===== config.mk =====
export PLATFORM = sky130hd
export DESIGN_NAME = hub_endpoint_status_change
export DESIGN_NICKNAME = d
export VERILOG_FILES = /design/src/hub_ep_pkg.sv /design/src/hub_endpoint_status_change.sv
export SDC_FILE = /design/constraint.sdc
export NUM_CORES = 1
export LEC_CHECK = 0
export BUFFER_PORTS_ARGS = -buffer_cell sky130_fd_sc_hd__buf_4
export CORE_MARGIN = 2
export CORE_UTILIZATION = 50
export CTS_CLUSTER_DIAMETER = 200
export DETAILED_ROUTE_END_ITERATION = 16
export GPL_TIMING_DRIVEN = 0
export PLACE_DENSITY = 0.81
export SETUP_SLACK_MARGIN = 0.02
export SKIP_LAST_GASP = 1
export SYNTH_ARGS = -nofsm -noshare
export SYNTH_HDL_FRONTEND = slang
export SYNTH_SLANG_ARGS = --single-unit

===== constraint.sdc =====
create_clock -name clk_sys -period 4.9 [get_ports clk_sys]
set_input_delay 1.47 -clock clk_sys [delete_from_list [all_inputs] [get_ports clk_sys]]
set_output_delay 1.47 -clock clk_sys [all_outputs]
set_load 0.005 [all_outputs]

===== src/hub_ep_pkg.sv =====
package hub_ep_pkg;

  // Change bitmap layout.
  localparam int          BITMAP_W      = 8;
  localparam int          HUB_BIT       = 0;
  localparam int          PORT_LSB      = 1;
  localparam int          NUM_PORTS     = 4;
  localparam logic [7:0]  BITMAP_RESET  = 8'h00;
  localparam logic [2:0]  RESERVED_VAL  = 3'h0;

  // Endpoint numbers.
  localparam logic [3:0]  EP_CONTROL    = 4'h0;
  localparam logic [3:0]  EP_INTERRUPT  = 4'h1;

  // Clocking: 200 MHz system clock, 12 MHz frame timer tick.
  localparam int          SYS_CLK_KHZ   = 200000;
  localparam int          BIT_CLK_KHZ   = 12000;
  localparam int          REF_CLK_KHZ   = 6000;
  localparam int          FRAME_BITS    = 12000;
  localparam int          FRAME_END_SAMPLE_MARKER_BITS     = 10;
  localparam int          SAMPLE_BIT    = FRAME_BITS - FRAME_END_SAMPLE_MARKER_BITS;

  // Standard and hub-class request codes.
  localparam logic [7:0]  REQ_GET_STATUS    = 8'h00;
  localparam logic [7:0]  REQ_CLEAR_FEATURE = 8'h01;
  localparam logic [7:0]  REQ_SET_FEATURE   = 8'h03;
  localparam logic [7:0]  REQ_SET_ADDRESS   = 8'h05;
  localparam logic [7:0]  REQ_GET_DESC      = 8'h06;
  localparam logic [7:0]  REQ_GET_CONFIG    = 8'h08;
  localparam logic [7:0]  REQ_SET_CONFIG    = 8'h09;

  // Request type values.
  localparam logic [7:0]  RT_DEVICE_OUT = 8'h00;
  localparam logic [7:0]  RT_HUB_OUT    = 8'h20;
  localparam logic [7:0]  RT_PORT_OUT   = 8'h23;

  // Descriptor type codes.
  localparam logic [7:0]  DT_DEVICE     = 8'h01;
  localparam logic [7:0]  DT_CONFIG     = 8'h02;
  localparam logic [7:0]  DT_INTERFACE  = 8'h04;
  localparam logic [7:0]  DT_ENDPOINT   = 8'h05;
  localparam logic [7:0]  DT_HUB        = 8'h29;

  // Token from the serial engine.
  typedef enum logic [1:0] {
    TOK_NONE  = 2'b00,
    TOK_SOF   = 2'b01,
    TOK_IN    = 2'b10,
    TOK_SETUP = 2'b11
  } token_t;

  // Handshake or payload choice for an IN poll.
  typedef enum logic [1:0] {
    ANS_NONE  = 2'b00,
    ANS_NAK   = 2'b01,
    ANS_DATA  = 2'b10,
    ANS_STALL = 2'b11
  } answer_t;

  // Decoded token as handed over by the serial engine.
  typedef struct packed {
    token_t     kind;
    logic [3:0] endp;
  } token_in_t;

  // Decoded setup packet, held in six bytes.
  typedef struct packed {
    logic [7:0]  reqType;
    logic [7:0]  request;
    logic [15:0] value;
    logic [15:0] index;
  } setup_t;

  // Answer toward the serial engine.
  typedef struct packed {
    answer_t    kind;
    logic [7:0] data;
  } answer_out_t;

endpackage


===== src/hub_endpoint_status_change.sv =====
// Functional notes
// Endpoint 0 is the default control endpoint.
// Control endpoint answers standard, hub requests, descriptors.
// Configuration describes only the interrupt endpoint.
// Endpoint 1 is interrupt, change reports only.
// Capture change bitmap at each frame end marker.
// Bit 0 hub, bits 1-4 ports, rest zero.
// Zero bitmap on poll answers NAK.
// Nonzero bitmap sends the whole byte.
// Change persists until host clears it.
// No reports before host sets configuration.
// Clocks derive from a 6 MHz reference.
// Reference oscillator stops in suspend, restarts on resume.
// Frame timer at 12 MHz restarts on SOF.
// Configured flag set by Set_Configuration gates reporting.
// Bitmap bits OR the individual change flags.
`timescale 1ns/1ps
`default_nettype none

module hub_endpoint_status_change #(
  parameter int FLAGS_PER_PORT = 5,                  // Change flags per downstream port.
  parameter int HUB_FLAGS      = 2,                  // Hub-level change flags.
  parameter int FRAME_TICKS    = hub_ep_pkg::FRAME_BITS // Bit times per frame; a smaller value shortens simulation.
) (
  input  wire logic                        clk_sys,          // 200 MHz clock, derived from the 6 MHz reference.
  input  wire logic                        resetn,           // Asynchronous reset, active low.
  input  wire hub_ep_pkg::token_in_t       tokenIn,          // Decoded token, valid for one cycle.
  input  wire logic                        setupValid,       // One-cycle pulse with a decoded setup packet.
  input  wire hub_ep_pkg::setup_t          setupPkt,         // Setup packet fields.
  input  wire logic [hub_ep_pkg::NUM_PORTS*FLAGS_PER_PORT-1:0] portChange, // Per-port change flags, level.
  input  wire logic [HUB_FLAGS-1:0]        hubChange,        // Hub-level change flags, level.
  input  wire logic                        suspendReq,       // Bus idle long enough to suspend, level.
  input  wire logic                        resumeReq,        // Resume signalling seen, level.
  output logic                             answerValid,      // One-cycle pulse with an answer.
  output hub_ep_pkg::answer_out_t          answerOut,        // NAK, data byte or stall.
  output logic [7:0]                       descType,         // Descriptor type being returned.
  output logic                             descValid,        // One-cycle pulse starting a descriptor read.
  output logic                             clearPulse,       // One-cycle pulse: host cleared a feature.
  output logic [7:0]                       clearSelector,    // Feature selector of that clear.
  output logic [7:0]                       clearPort,        // Port number of that clear, 0 for the hub.
  output logic                             configured,       // Configured-state flag.
  output logic                             oscEnable,        // Reference oscillator enable.
  output logic [7:0]                       port_change_bitmap, // Sampled change bitmap.
  output logic                             frameEndSampleMarker // One-cycle pulse at the sampling point.
);

  // Derived counts; a 12 MHz tick is generated by a phase accumulator.
  // The accumulator must hold the modulus plus one step, which takes twenty bits at these rates.
  localparam int ACC_W = 20;
  localparam logic [ACC_W-1:0] TICK_STEP = ACC_W'((hub_ep_pkg::BIT_CLK_KHZ * 4096) / 1000);
  localparam logic [ACC_W-1:0] TICK_MOD  = ACC_W'((hub_ep_pkg::SYS_CLK_KHZ * 4096) / 1000);
  // The counter saturates at the frame end, so a missed start-of-frame gives no second marker.
  localparam logic [13:0]      SAMPLE_AT = 14'(FRAME_TICKS - hub_ep_pkg::FRAME_END_SAMPLE_MARKER_BITS);
  localparam logic [13:0]      FRAME_MAX = 14'(FRAME_TICKS - 1);

  typedef enum logic [1:0] {
    PWR_RUN     = 2'b00,
    PWR_SUSPEND = 2'b01,
    PWR_WAKE    = 2'b10
  } pwr_t;

  typedef struct packed {
    logic [ACC_W-1:0] acc;
    logic [13:0]      frameCnt;
    logic             marker;
    logic [7:0]       bitmap;
    logic             cfg;
    pwr_t             pwr;
    logic             osc;
    logic             ansValid;
    hub_ep_pkg::answer_out_t ans;
    logic [7:0]       dType;
    logic             dValid;
    logic             clr;
    logic [7:0]       clrSel;
    logic [7:0]       clrPort;
  } state_t;

  state_t st;
  state_t next_st;

  // Per-port OR of individual flags.
  logic [hub_ep_pkg::NUM_PORTS-1:0] portAny;
  genvar gp;
  generate
    for (gp = 0; gp < hub_ep_pkg::NUM_PORTS; gp++) begin : g_port
      assign portAny[gp] = |portChange[gp*FLAGS_PER_PORT +: FLAGS_PER_PORT];
    end
  endgenerate

  // Reserved bits come from the package constant, never from an input.
  logic [7:0] sampled;
  assign sampled = {hub_ep_pkg::RESERVED_VAL, portAny, |hubChange}; // see

  // Main next-state logic: frame timer, sampling, endpoint answers, requests.
  always_comb begin
    next_st          = st;
    next_st.marker   = 1'b0;
    next_st.ansValid = 1'b0;
    next_st.dValid   = 1'b0;
    next_st.clr      = 1'b0;
    // The timer only advances on a 12 MHz tick; the running oscillator is the only clock source.
    if (st.acc + TICK_STEP >= TICK_MOD) begin
      next_st.acc = st.acc + TICK_STEP - TICK_MOD;
      if (st.frameCnt != FRAME_MAX) begin
        next_st.frameCnt = st.frameCnt + 14'h0001;
      end
      if (st.frameCnt == SAMPLE_AT - 14'h0001) begin
        next_st.marker = 1'b1;
      end
    end else begin
      next_st.acc = st.acc + TICK_STEP;
    end
    // Restarting the phase as well keeps the marker a fixed number of bit times from the frame start.
    if (tokenIn.kind == hub_ep_pkg::TOK_SOF) begin
      next_st.frameCnt = 14'h0000;
      next_st.acc      = '0;
    end
    // Sources stay set until the host clears them, so resampling keeps reporting.
    if (st.marker) begin
      next_st.bitmap = st.cfg ? sampled : hub_ep_pkg::BITMAP_RESET; // see see
    end
    // Clearing while unconfigured also drops a byte captured just before a deconfiguration.
    if (!st.cfg) begin
      next_st.bitmap = hub_ep_pkg::BITMAP_RESET;
    end
    // Interrupt endpoint poll.
    // The configured flag is tested too, so a stale byte never leaks in the cycle after deconfiguration.
    if (tokenIn.kind == hub_ep_pkg::TOK_IN && tokenIn.endp == hub_ep_pkg::EP_INTERRUPT) begin
      next_st.ansValid  = 1'b1;
      if (st.bitmap[4:0] != 5'h00 && st.cfg) begin
        next_st.ans.kind = hub_ep_pkg::ANS_DATA;
        next_st.ans.data = st.bitmap;
      end else begin
        next_st.ans.kind = hub_ep_pkg::ANS_NAK;
        next_st.ans.data = 8'h00;
      end
    end
    // Control endpoint requests.
    // A setup is only taken with endpoint 0 in the token, so it cannot override an interrupt poll's answer.
    if (setupValid && tokenIn.endp == hub_ep_pkg::EP_CONTROL) begin
      next_st.ansValid = 1'b1;
      next_st.ans.kind = hub_ep_pkg::ANS_DATA;
      next_st.ans.data = 8'h00;
      case (setupPkt.request)
        hub_ep_pkg::REQ_SET_CONFIG: begin
          next_st.cfg = setupPkt.value[0];
        end
        hub_ep_pkg::REQ_GET_CONFIG: begin
          // The configured flag is reported in bit 0.
          next_st.ans.data = {7'h00, st.cfg};
        end
        hub_ep_pkg::REQ_GET_DESC: begin
          // Endpoint descriptors name only endpoint 1.
          next_st.dType  = setupPkt.value[15:8]; // see
          next_st.dValid = 1'b1;
        end
        hub_ep_pkg::REQ_CLEAR_FEATURE: begin
          // The clear is only reported; the source outside drops its flag and the next capture follows.
          next_st.clr     = 1'b1;
          next_st.clrSel  = setupPkt.value[7:0];
          next_st.clrPort = (setupPkt.reqType == hub_ep_pkg::RT_PORT_OUT) ? setupPkt.index[7:0] : 8'h00;
        end
        hub_ep_pkg::REQ_GET_STATUS, hub_ep_pkg::REQ_SET_FEATURE, hub_ep_pkg::REQ_SET_ADDRESS: begin
          next_st.ans.kind = hub_ep_pkg::ANS_DATA;
        end
        default: begin
          next_st.ans.kind = hub_ep_pkg::ANS_STALL;
        end
      endcase
    end
    // Oscillator control across suspend and resume.
    // The wake state keeps the oscillator on until resume signalling ends, so it cannot drop straight back.
    case (st.pwr)
      PWR_RUN: begin
        if (suspendReq) begin
          next_st.pwr = PWR_SUSPEND;
        end
      end
      PWR_SUSPEND: begin
        if (resumeReq) begin
          next_st.pwr = PWR_WAKE;
        end
      end
      PWR_WAKE: begin
        if (!resumeReq) begin
          next_st.pwr = PWR_RUN;
        end
      end
      default: begin
        next_st.pwr = PWR_RUN;
      end
    endcase
    // Registered, so that the enable leaves a flip-flop in step with the power state.
    next_st.osc = (next_st.pwr != PWR_SUSPEND); // see
  end

  // State register.
  always_ff @(posedge clk_sys or negedge resetn) begin
    if (!resetn) begin
      st     <= '0;
      // The oscillator runs out of reset; only a suspend stops it.
      st.osc <= 1'b1;
    end else begin
      st <= next_st;
    end
  end

  // Outputs come straight from state flip-flops.
  assign answerValid          = st.ansValid;
  assign answerOut            = st.ans;
  assign descType             = st.dType;
  assign descValid            = st.dValid;
  assign clearPulse           = st.clr;
  assign clearSelector        = st.clrSel;
  assign clearPort            = st.clrPort;
  assign configured           = st.cfg;
  assign oscEnable            = st.osc; // see
  assign port_change_bitmap   = st.bitmap;
  assign frameEndSampleMarker = st.marker;

endmodule

`default_nettype wire


==> results of run 1 <==
-- sequential cells by signal (all words and copies together) (netlist names) --
register and cells:
st 22, clearPort 8, clearSelector 8, descType 8
answerOut 7, port_change_bitmap 5, answerValid 1, clearPulse 1
configured 1, descValid 1, frameEndSampleMarker 1, oscEnable 1
-- power by group through the flow --
stage | Combinational, mW | Sequential [mW] | Clock, mW
after CTS | 0.290 | 0.600 | 0.558
after floorplan | 0.180 | 0.602 | 0
after detailed placement | 0.288 | 0.609 | 0
after global placement | 0.275 | 0.606 | 0
final | 0.290 | 0.602 | 0.554
after global routing | 0.327 | 0.604 | 0.580
-- cells in the final DEF (no fill, tap or decap), types with 6 or more instances in the layout --
cell type,netlist,routed
sky130_fd_sc_hd__o31ai_1,8,8
sky130_fd_sc_hd__a21oi_1,18,18
sky130_fd_sc_hd__clkbuf_1,7,7
sky130_fd_sc_hd__or3_1,9,9
sky130_fd_sc_hd__conb_1,1,6
sky130_fd_sc_hd__clkbuf_8,0,9
sky130_fd_sc_hd__inv_1,10,10
sky130_fd_sc_hd__nor3_1,9,9
sky130_fd_sc_hd__nand4_1,7,7
sky130_fd_sc_hd__nand2_1,80,80
sky130_fd_sc_hd__o21ai_0,17,17
sky130_fd_sc_hd__buf_4,43,157
sky130_fd_sc_hd__nand3_1,12,12
sky130_fd_sc_hd__or4_1,8,8
sky130_fd_sc_hd__nor2_1,16,16
sky130_fd_sc_hd__dfrtp_1,63,63
-- cells by family (layout without fill, tap and decap cells) --
family | count (synthesis) | after routing | synth area share [%]
AO/OA/AOI/OAI | 62 | 62 | 11.2
XOR/XNOR | 6 | 6 | 1.53
adder cells (fa/ha/maj) | 5 | 5 | 1.82
buffers and inverters | 66 | 197 | 12.5
flip-flops | 64 | 64 | 46.7
multiplexers | 3 | 3 | 0.984
other | 1 | 6 | 0.109
AND/OR/NAND/NOR | 168 | 168 | 25.2
-- path summary, 6_finish.rpt --
path,from,end,slack (ps),cells after the start
setup reg to reg,st[78],st[52],1980,10
min in group asynchronous,resetn,st[55],1200,1
setup / recovery,setupPkt[37],descType[0],1700,8
hold reg to reg,clearPort[7],clearPort[7],470,2
max in group asynchronous,resetn,descType[0],3150,1
hold / removal,clearPort[7],clearPort[7],470,2
-- per-stage QoR --
step                      instance area [um2]  setup slack [ps]
after floorplan                          3450              1540
after global placement                   4410              1370
after detailed placement                 4410              1360
after CTS                                4650              1710
after global routing                     4660              1580
final                                    4660              1700
-- per-layer routing --
metal / global-route usage [%] / up-vias
met3: 3.60 / 12
li1: - / 1520
met5: 0 / -
met1: 27.8 / 1451
met4: 10.4 / 0
met2: 38.0 / 117
-- final cells by class --
type	instances	share of cell area [%]
clock buffers	9	2.66
repair buffers	115	18.5
well taps	80	2.15
clock inverters	7	2.58
plain buffers	56	8.41
inverters	10	0.806
flip-flops and latches	64	34.4
multi-input cells	250	30.5
-- tightest hold or removal path: cells and delay by family (launching register included) --
kind          cells  cell delay (ps)
flops             1              350
simple gates      2               90
==> results.md, run 1 <==
STA:
- Adding up every negative setup slack in the final design gives 0 ps.
- The maximum clock skew at final layout is about 2.9 ps.
- The worst hold slack is about 470 ps.
- The final critical path takes up between 60% and 70% of the cycle.
- The final-report max-slew violation count was 0.
- Static timing analysis puts the maximum clock frequency at 0.313 GHz.
- The number of hold-slack violations in the final timing report came to 0.
- In this run the tightest slew margin relative to its limit is 25.0%.
- Counting I/O delays and the setup requirement, the final critical path takes roughly 3200 ps.
- Setup repair after global routing left no endpoint under its margin.
- At the pin with the least slew margin, the transition time is 1120 ps.
- Setup violations remaining at the end of the flow were counted as 0.

Layout:
- From synthesis to final layout, the design area changed by 35.6%.
- The number of antenna diodes in the final layout is 0.
- After the flow finishes, the layout carries non-filler instances totaling 591.
- Summing all multi-input logic gate instances after layout gives 0.00142 mm2.
- Counting the fill cells in the layout gives around 540.
- In the final layout, the share of cells above drive strength 1 is 37.2%.
- The post-layout utilization of the core is between 60% and 70%.
- For this run, the post-layout net count is between 500 and 600.
- The register area is 0.00160 mm2.

Setup path:
- The cell with the biggest individual delay on the critical path is sky130_fd_sc_hd__or4_4.
- The classification of the worst setup path is input pin to flop.
- On the worst path, the slowest cell contributes a delay of around 530 ps.
- The most prevalent standard cell on the critical path is sky130_fd_sc_hd__or4_4.
- The arrival time reported for the critical path endpoint is 3430 ps.
- The cell family contributing the most delay on the critical path is simple AND/OR/NAND/NOR gates.
- The number of buffers and inverters on the critical path is 3.
- The highest fanout seen on the critical path is 8.
- STA classifies the critical path endpoint as a flop.
- Traced cell by cell, the critical path runs through buf_4 > or4_4 > or4_4 > buf_6 > or4_4 > buf_6 > nand2_1 > nand2_1.
- The required time of the critical path is between 5000 and 6000 ps.
- The critical path startpoint category is an input pin.

GRT:
- The remaining global-route overflow is 0.
- Global routing used between 20 and 25% of the available tracks.
- The wire length of the first global-routing pass is ~13 mm.
- The number of global-route vias before repair is between 2,000 and 3,000.
- The number of antenna violations at the first check in global routing is 0.
- Entering global routing, the biggest net connects 65 pins.

Run:
- The max-capacitance violation count is 0.

Synth:
- The share of the synthesized area in the top cell type is 45.9%.
- The synthesized netlist occupies a cell area of 0.00343 mm2.
- Yosys attributes the largest share of cell area to sky130_fd_sc_hd__dfrtp_1 46%, sky130_fd_sc_hd__buf_4 9.4%, sky130_fd_sc_hd__nand2_1 8.7%, sky130_fd_sc_hd__a21oi_1 2.6%, sky130_fd_sc_hd__o21ai_0 2.5%.
- Among all flip-flop cells after synthesis, the most frequent one is sky130_fd_sc_hd__dfrtp_1.
- The average instance in the mapped netlist occupies 9.16 um2.
- The synthesized instance count is 375.
- The cell taking the most area after synthesis is sky130_fd_sc_hd__dfrtp_1.
- The portion of the post-synthesis area used by sequential elements is 46.7%.
- The synthesized design contains 0 enable-type register cells.
- After synthesis, the most frequently instantiated cells are 80 x sky130_fd_sc_hd__nand2_1, 63 x sky130_fd_sc_hd__dfrtp_1, 43 x sky130_fd_sc_hd__buf_4, 18 x sky130_fd_sc_hd__a21oi_1, 17 x sky130_fd_sc_hd__o21ai_0.
- The count of distinct cell types in the synthesized netlist is 47.
- The post-synthesis register bit count is 64.
- Of all flip-flops after synthesis, the portion carrying an async set or reset was 100%.
- Among all cell types in the netlist, the one instantiated most often is sky130_fd_sc_hd__nand2_1.
- During synthesis, Yosys emitted a total of 0 warnings.

Floorplan:
- The floorplan step defined a die boundary enclosing approximately 0.0075 mm2.
- The die width is about 87 um.
- The initial utilization of the core area, before any placement, comes to roughly 51%.
- From bottom edge to top edge, the die measures 86.9 um.
- In this run the standard cell core region covers around 0.0067 mm2.
- The number of placed I/O pins is 129.
- The cell row count is 30.

Power:
- The portion of total power attributed to combinational logic is 20.1%.
- The completed layout was analyzed and its total power is around 1.4 mW.
- In this run, flip-flops and latches consume between 40% and 50% of the power.
- The share of total power in the clock network is 38.3%.
- VDD sags by at most ~0.16 mV.
- Summed over all cells, the static leakage comes to around 2.4 nW.
- Net switching is approximately 27% of the power.
- The total power divided by cell area is around 310 mW/mm2.
- Summed over all nets, the switching power comes to slightly below 0.4 mW.
- The internal power component is 1.05 mW.

Route:
- The total number of vias is roughly 3,100.
- After detailed routing, the met3 layer carries 426 um of wire.
- The number of design rule violations left after detail routing is 0.
- The highest signal layer in the routed design is met4.
- The sum of routed wire length over all layers is around 8.2 mm.
- The routed design uses between 4 and 5 mm of met2 wire.
- The average vias per placed instance is roughly 5.2.
- After detailed routing, the average wire length per cell comes to roughly 14 um.
- The count of TritonRoute iterations in the first routing pass is 4.
- The count of nets left with antenna violations once routing finished came out at 0.
- For this block, wires on met1 add up to 3.50 mm.
- The first routing iteration left around 140 violations.

Clock network:
- The clock drives 64 sinks.
- Clock tree synthesis selected as its root buffer the cell sky130_fd_sc_hd__clkbuf_8.
- TritonCTS built the clock tree.
- The number of setup buffers added after CTS is 0.
- The post-cts resize count is 0.
- The CTS buffer count is 9.
- The maximum clock insertion buffer count is 2.
- The clock transition at the register clock pins on the worst setup and hold paths after CTS is 80 ps.
- After clock tree synthesis, the flow added hold-fix buffers numbering 0.
- The CTS H-tree depth is 3.
- The clock reaches the later pin of the worst-skew pair after between 300 and 400 ps.

Placement:
- The count of input and output buffers is roughly 110.
- The final estimated routing congestion in global placement is 0.893.
- The HPWL after detailed placement is 6.07 mm.
- The number of instances in the placed design is 574.

Outcome:
- The flow ran to the end, and the final reports show no timing, DRC or antenna violations.

Worst hold path:
- The type of the tightest min-delay check is flop to flop.
No activity file was read; power rests on OpenSTA's default activity.
==> inputs of run 2 (changes only) <==
--- a/config.mk
+++ b/config.mk
@@ -5,13 +5,14 @@
 export SDC_FILE = /design/constraint.sdc
 export NUM_CORES = 1
 export LEC_CHECK = 0
+export ABC_AREA = 1
 export BUFFER_PORTS_ARGS = -buffer_cell sky130_fd_sc_hd__buf_4
 export CORE_MARGIN = 2
-export CORE_UTILIZATION = 50
+export CORE_UTILIZATION = 45
 export CTS_CLUSTER_DIAMETER = 200
 export DETAILED_ROUTE_END_ITERATION = 16
 export GPL_TIMING_DRIVEN = 0
-export PLACE_DENSITY = 0.81
+export PLACE_DENSITY = 0.76
 export SETUP_SLACK_MARGIN = 0.02
 export SKIP_LAST_GASP = 1
 export SYNTH_ARGS = -nofsm -noshare
==> constraint.sdc (replaced) <==
create_clock -name clk_sys -period 2.65 [get_ports clk_sys]
set_input_delay 0.795 -clock clk_sys [delete_from_list [all_inputs] [get_ports clk_sys]]
set_output_delay 0.795 -clock clk_sys [all_outputs]
set_load 0.005 [all_outputs]
==> run 2 against run 1 <==
  * Sequential share of layout area fell by 1.5 points
  * Total power rose by 77%
  * Non-clock buffer count fell by 7
  * Critical path type is now flop to flop
  * Largest cell class unchanged
  * Largest power group unchanged
  * Highest routed layer unchanged
==> results.md, run 2 <==
Route:
- The number of design rule violations left after detail routing is 0.
- Across all layers, the routed design uses approximately 3,400 vias.
- In this run, the number of DRC markers left after iteration 0 of detailed routing was 163.
- The sum of routed wire length over all layers is approximately 8.6 mm.
- The count of nets left with antenna violations once routing finished came out at 0.
- In the routed layout, each cell is associated on average with a via count of ~4.8.
- The pre-antenna-repair detailed-routing pass consisted of 5 iterations.
- In the final routed layout, each cell accounts on average for 12.2 um.

Clock network:
- Gates resized during post-CTS repair numbered 0.
- The clock sink count is 64.
- For the worst-skew pair, the clock arrives at the later sink with an insertion delay of 340 ps.
- TritonCTS built the clock tree.
- The CTS H-tree depth is 3.
- The clock transition at the register clock pins on the worst setup and hold paths after CTS is 70 ps.
- In this run the clock root is driven by a sky130_fd_sc_hd__clkbuf_8.
- The maximum clock insertion buffer count is 2.
- After clock tree synthesis, the flow added hold-fix buffers numbering 0.
- The CTS buffer count is 9.
- The number of setup buffers added after CTS is 0.

Outcome:
- The flow ran to the end, and the final reports show no timing, DRC or antenna violations.

Placement:
- Routability-driven placement finished with a final weighted congestion of between 0.8 and 0.9.
- Detailed placement finished with a half-perimeter wire length of ~6.5 mm.
- The count of input and output buffers is between 100 and 150.

STA:
- The fraction of the cycle the final worst path needs is around 70%.
- The final-report max-slew violation count was 0.
- Between clock sinks in the finished design, the worst skew comes to ~4.9 ps.
- The post-route minimum period is between 1500 and 2000 ps.
- The peak clock frequency supported by timing is roughly 0.54 GHz.
- Setup repair after global routing left no endpoint under its margin.
- The number of hold-slack violations in the final timing report is 0.
- The measured slew at the worst slew-check pin is 780 ps.
- The worst pin sits at a relative slew slack of 48.0%.
- Setup violations remaining at the end of the flow were counted as 0.
- Summed over all failing endpoints, the final setup total negative slack is 0 ps.

Synth:
- The Yosys warning count is 0.
- The synthesized instance count is around 470.
- The portion of the post-synthesis area used by sequential elements is roughly 44%.
- In the post-synthesis netlist, the cell with the most instances is sky130_fd_sc_hd__nand2_1.
- The count of flip-flops with a built-in enable after synthesis is 0.
- The mapped netlist covers 0.00366 mm2.
- The count of distinct cell types in the synthesized netlist is 34.
- Dividing the synthesized area by the synthesized cell count gives between 7 and 8 um2.
- Among all flip-flop cells after synthesis, the most frequent one is sky130_fd_sc_hd__dfrtp_1.
- Sorting the synthesized cells by how often they occur yields 133 x sky130_fd_sc_hd__nand2_1, 63 x sky130_fd_sc_hd__dfrtp_1, 50 x sky130_fd_sc_hd__inv_1, 43 x sky130_fd_sc_hd__buf_4, 43 x sky130_fd_sc_hd__nor2_1.
- Of all cell types, the one taking the most synthesized area is sky130_fd_sc_hd__dfrtp_1.
- Yosys attributes the largest share of cell area to sky130_fd_sc_hd__dfrtp_1 43%, sky130_fd_sc_hd__nand2_1 14%, sky130_fd_sc_hd__buf_4 8.8%, sky130_fd_sc_hd__inv_1 5.1%, sky130_fd_sc_hd__nand3_1 4.6%.
- The top cell type by area accounts for approximately 43% of the synthesized area.
- Counting flops with an async set or reset pin after synthesis yields a share of 100%.
- The synthesized design contains 64 register bits.

Floorplan:
- In this run the vertical extent of the chip is ~94 um.
- The core region is around 0.0078 mm2.
- The number of placed I/O pins is ~130.
- In this run the core area contains 32 standard-cell rows.
- In this run the horizontal extent of the chip is roughly 94 um.
- The die area is approximately 0.0089 mm2.
- The initial cell density of the core is 46.9%.

Layout:
- The synthesis-to-layout area growth is 33.2%.
- The diode insertion count for antenna repair is 0.
- The number of filler instances in the final layout is 690.
- The flip-flop count of the largest register after layout is 22.
- The net count of the finished layout is between 600 and 700.
- st holds more flip-flops than any other register.
- The fraction of layout instances using a drive strength above 1 is between 30 and 40%.
- The library cells used most frequently in the layout, excluding fill and tap cells, are 157 x sky130_fd_sc_hd__buf_4, 133 x sky130_fd_sc_hd__nand2_1, 63 x sky130_fd_sc_hd__dfrtp_1, 50 x sky130_fd_sc_hd__inv_1, 43 x sky130_fd_sc_hd__nor2_1.
- The most common cell after layout, fill and taps aside is sky130_fd_sc_hd__buf_4.

Setup path:
- The critical path startpoint category is a flop.
- The critical path is of the flop to flop type.
- Along the worst path, the maximum fanout reaches 10.
- The type of element capturing the critical path is a flop.
- The arrival time reported for the critical path endpoint is roughly 2100 ps.
- At the worst endpoint, the required time is slightly below 3000 ps.

GRT:
- The first global-routing pass estimated approximately 14 mm of wire.
- The combined global-route utilization of all metal layers is 20.3%.
- The number of antenna violations at the first check in global routing came to 0.
- The remaining global-route overflow is 0.
- The number of global-route vias before repair is approximately 3,300.
- Entering global routing, the biggest net connects 65 pins.

Power:
- In this run the static leakage power is between 2 and 3 nW.
- The maximum vdd ir drop is 0.297 mV.
- The total power is 2.57 mW.
- The total power divided by cell area is 526 mW/mm2.

Run:
- The max-capacitance violation count is 0.

Worst hold path:
- The type of the tightest min-delay check is flop to flop.
[run 2: cell families (layout without fill, tap and decap cells)]
logic type | Yosys count | after routing | synth area share [%]
buffers and inverters | 101 | 231 | 15.1
xor gates and xnor gates | 10 | 10 | 2.39
AOI/OAI and AO/OA | 29 | 29 | 4.41
other | 1 | 6 | 0.102
DFF | 64 | 64 | 43.8
adders and majority gates | 5 | 5 | 1.71
and+or+nand+nor | 258 | 258 | 32.5
[run 2: path summary, 6_finish.rpt]
| kind | end | from | cells after the start | slack (ps) |
|---|---|---|---|---|
| worst max-delay path | st[61] | st[50] | 8 | 800 |
| worst min-delay path | descType[6] | descType[6] | 2 | 480 |
| worst max register to register | st[61] | st[50] | 8 | 800 |
| worst min register to register | descType[6] | descType[6] | 2 | 480 |
| max in group asynchronous | st[60] | resetn | 1 | 1600 |
| min in group asynchronous | descType[4] | resetn | 1 | 550 |
[run 2: routing by layer]
layer / track usage (%) / up-vias / wire length [um]
li1: - / 1702 / -
met1: 25.0 / 1567 / 3680
met2: 34.5 / 130 / 4180
met3: 4.25 / 19 / 614
met4: 8.33 / 0 / 161
met5: 0 / - / 0
[run 2: power breakdown]
group | leakage, nW | total [mW] | switching (mW) | internal, mW
Sequential | 0.874 | 1.11 | 0.0546 | 1.05
Combinational | 1.65 | 0.549 | 0.303 | 0.246
Clock | 0.104 | 0.912 | 0.381 | 0.530
[run 2: stage by stage]
step                area, um2  util (%)  hold WS, ps  setup slack, ps  cells
floorplan                3680         -          443              830    473
global placement         4660      59.7          457              484    689
detailed placement       4660      59.7          462              466    689
CTS                      4880      62.5          478              810    705
global route             4880      62.5          507              622    705
finish                   4880      62.5          478              803    705
[run 2: layout make-up]
class	count	area [um2]	share of cell area (%)
repair buffers	114	856	17.5
plain buffers	50	363	7.44
clock buffers	11	131	2.69
multi-input cells	308	1520	31.2
inverters	51	191	3.93
well taps	102	128	2.62
flip-flops and latches	64	1600	32.9
clock inverters	5	81.3	1.67
[run 2: worst max-delay path, stage by stage (launching register included)]
cell	delay, ps
sky130_fd_sc_hd__dfrtp_1	480
sky130_fd_sc_hd__ha_1	290
sky130_fd_sc_hd__nand3_2	150
sky130_fd_sc_hd__nor3_2	180
sky130_fd_sc_hd__nand3_1	140
sky130_fd_sc_hd__nand3_2	170
sky130_fd_sc_hd__buf_4	210
sky130_fd_sc_hd__nand3_1	90
sky130_fd_sc_hd__nand2_1	80
==> inputs of run 3 (changes only) <==
==> constraint.sdc (replaced) <==
create_clock -name clk_sys -period 1.6 [get_ports clk_sys]
set_input_delay 0.48 -clock clk_sys [delete_from_list [all_inputs] [get_ports clk_sys]]
set_output_delay 0.48 -clock clk_sys [all_outputs]
set_load 0.005 [all_outputs]
==> run 3 against run 2 <==
  * The run now ends with setup timing left
  * Critical path type unchanged
  * Cell area rose by 4.8%
  * Worst hold slack lost 260 ps
  * Clock power grew 66%
  * Cell count is 1.8% higher
  * Worst setup slack got worse by 830 ps
  * Combinational power grew 130%
  * Clock-buffer cell count did not move
==> results.md, run 3 (synthesis results as in run 2) <==
Setup path:
- STA puts the critical path data required time at between 1500 and 2000 ps.
- STA classifies the critical path startpoint as a flop.
- Walking the worst path, the cells encountered are inv_2 > ha_4 > xnor2_4 > nor2_2 > nand3b_1 > nand3_2 > buf_4 > nand3_1 > nand2_1.
- The number of cells on the worst reg-to-reg path is 9.
- The setup slack on the worst flop-to-flop path is -20 ps.
- The worst flop-to-flop path endpoint is st[50].
- On the critical path, the stage with the largest delay is an instance of sky130_fd_sc_hd__dfrtp_1.
- The worst setup path is captured at a flop.
- At the worst endpoint, the arrival time is approximately 1900 ps.
- The launching instance or port of the critical path is st[78].
- Following the worst setup path forward leads to its endpoint at st[50].
- The worst register-to-register path begins at st[78].
- The classification of the worst setup path is flop to flop.
- The highest cell delay on the worst timing path is 400 ps.
- The highest fanout seen on the critical path is 4.

Route:
- In this run, the number of DRC markers left after iteration 0 of detailed routing was 147.
- Using the TritonRoute via totals, the vias-per-cell ratio works out to between 4 and 5.
- Across all layers, the routed design uses about 3,500 vias.
- The number of antenna-violating nets in the routed design is 0.
- After detailed routing, the number of remaining DRC violations is 0.
- Dividing the detail-routed wire length by the instance count gives around 13 um.
- Wires add up to 9.06 mm.
- The first detailed-routing pass took 4 iterations.

GRT:
- The number of global-route vias before repair came to about 3,400.
- Entering global routing, the biggest net connects 65 pins.
- The wire length of the first global-routing pass is between 10 and 15 mm.
- For this run the aggregate overflow at the end of global routing stands at 0.
- The combined global-route utilization of all metal layers is between 20% and 30%.
- The number of antenna violations at the first check in global routing is 0.

Clock network:
- Counting every sink on the clock net gives 64.
- The H-tree was split into 3 levels.
- The CTS buffer count is 9.
- In this run, post-CTS hold repair placed 0 buffers.
- In this run the deepest clock path goes through 2 buffers.
- After clock tree synthesis, the clock-pin slew on the worst setup and hold paths is about 70 ps.
- The clock tree from TritonCTS is yes.
- For the worst-skew pair, the clock arrives at the later sink with an insertion delay of between 300 and 400 ps.
- The clock root buffer is sky130_fd_sc_hd__clkbuf_8.

STA:
- The worst hold slack is between 200 and 250 ps.
- The post-route minimum period is 1620 ps.
- The peak clock frequency supported by timing is around 0.6 GHz.
- The maximum clock skew at final layout is around 3.1 ps.
- Setup repair after global routing could not meet its margin everywhere.
- The final critical-path setup slack is -22.2 ps.
- Of the available clock period, the critical path in the final layout requires 101%.
- The measured slew at the worst slew-check pin is 778 ps.
- The final-report max-slew violation count is 0.
- The number of hold-slack violations in the final timing report came to 0.
- Headroom to the max-slew limit came out at 48.1%.
- Setup violations remaining at the end of the flow were counted as 5.

Worst hold path:
- The type of the tightest min-delay check is input pin to asynchronous set/reset pin.

Layout:
- The synthesis-to-layout area growth is 39.6%.
- The number of nets in the layout is about 700.
- The register with the most flip-flops in the layout has 22 of them.
- Leaving out fill and tap cells, the most frequent cell in the layout is sky130_fd_sc_hd__buf_4.
- Counting the fill cells in the layout gives between 600 and 700.
- The diode insertion count for antenna repair is 0.
- The finished layout holds 718 standard cells, fillers aside.
- The finished cells cover approximately 0.005 mm2.
- The register with the most flip-flops is st.
- Cells with a size suffix above 1 make up 37.8% of the layout.
- Leaving out fill and tap cells, the most frequent cells in the layout are 168 x sky130_fd_sc_hd__buf_4, 129 x sky130_fd_sc_hd__nand2_1, 61 x sky130_fd_sc_hd__dfrtp_1, 45 x sky130_fd_sc_hd__inv_1, 41 x sky130_fd_sc_hd__nor2_1.

Power:
- The total power is 4.62 mW.
- The analysis attributes to cell leakage a power of between 2 and 3 nW.
- Dividing total power by cell area gives a power density of 905 mW/mm2.
- The maximum vdd ir drop is ~0.49 mV.

Outcome:
- The run finished, with violations left.
- The checks that failed: setup timing.

Run:
- The max-capacitance violation count is 0.

Floorplan:
- Measured along the x axis, the die boundary spans about 94 um.
- The cell row count is 32.
- The die area is ~0.0089 mm2.
- The die is ~94 um tall.
- The number of placed I/O pins is between 100 and 150.
- The initial utilization of the core area, before any placement, comes to 46.9%.
- The floorplan step defined a core boundary enclosing approximately 0.008 mm2.

Placement:
- In this run the cell area measured after placement is between 0.004 and 0.005 mm2.
- In this run the tool buffered the top-level ports with around 110 buffer cells.
- The final estimated routing congestion in global placement is between 0.8 and 0.9.
- The number of instances in the placed design is between 600 and 700.
- Detailed placement ended at an HPWL of ~6.5 mm.
[run 3: cell count changes in the layout (fill, tap and decap cells not counted), moves of 4 or more]
| cell | before | now |
|---|---|---|
| sky130_fd_sc_hd__buf_4 | 157 | 168 |
| sky130_fd_sc_hd__inv_2 | 0 | 6 |
| sky130_fd_sc_hd__inv_1 | 50 | 45 |
| sky130_fd_sc_hd__nand3_1 | 34 | 29 |
| sky130_fd_sc_hd__nand3_2 | 4 | 9 |
| sky130_fd_sc_hd__nand2_1 | 133 | 129 |
[run 3: worst max-delay path, delay by kind of cell, from the launching register on]
| kind | cells | cell delay [ps] |
|---|---|---|
| and+or+nand+nor | 5 | 490 |
| xor gates and xnor gates | 1 | 190 |
| adders and majority gates | 1 | 190 |
| buffers and inverters | 2 | 250 |
| DFF | 1 | 400 |
[run 3: worst min path at each step]
stage | start | end | slack [ps] | depth (start not counted)
floorplan | resetn | answerOut[0] | 180 | 0
global placement | descType[4] | descType[4] | 460 | 2
detailed placement | descType[6] | descType[6] | 460 | 2
CTS | resetn | descType[6] | 250 | 1
global route | resetn | descType[3] | 300 | 1
finish | resetn | answerOut[9] | 220 | 1
[run 3: report_power, final]
part / switching [mW] / leakage (nW) / internal (mW) / total (mW)
logic: 0.648 / 1.74 / 0.610 / 1.26
clock network: 0.635 / 0.104 / 0.878 / 1.51
registers: 0.107 / 0.871 / 1.75 / 1.85
[run 3: repair_timing]
item | 4_1_cts | 5_1_grt
gates resized for setup | 23 | 15
buffers inserted | 7 | 4
gates cloned | 1 | 1
endpoints found under the setup margin | 19 | 30
pin swaps | 7 | 20
[run 3: cell type report]
| class | count | area, um2 | area share (%) |
|---|---|---|---|
| repair buffers | 127 | 961 | 18.8 |
| plain buffers | 50 | 369 | 7.22 |
| well taps | 102 | 128 | 2.50 |
| inverters | 51 | 191 | 3.75 |
| multi-input cells | 308 | 1640 | 32.2 |
| clock inverters | 5 | 81.3 | 1.59 |
| clock buffers | 11 | 131 | 2.57 |
| flip-flops and latches | 64 | 1610 | 31.4 |
[run 3: metrics by stage]
step           util, %  setup TNS [ps]  setup WS (ps)
2_1_floorplan        -               0           57.8
3_3_place_gp      59.7           -5900           -251
3_5_place_dp      59.7           -6880           -269
4_1_cts           64.3               0           14.2
5_1_grt           65.5           -1570           -130
6_report          65.5           -77.5          -22.2
[run 3: metal layers]
metal / routed length (um) / track usage, %
met1: 3660 / 25.9
met2: 4540 / 36.1
met3: 673 / 4.17
met4: 189 / 8.57
met5: 0 / 0
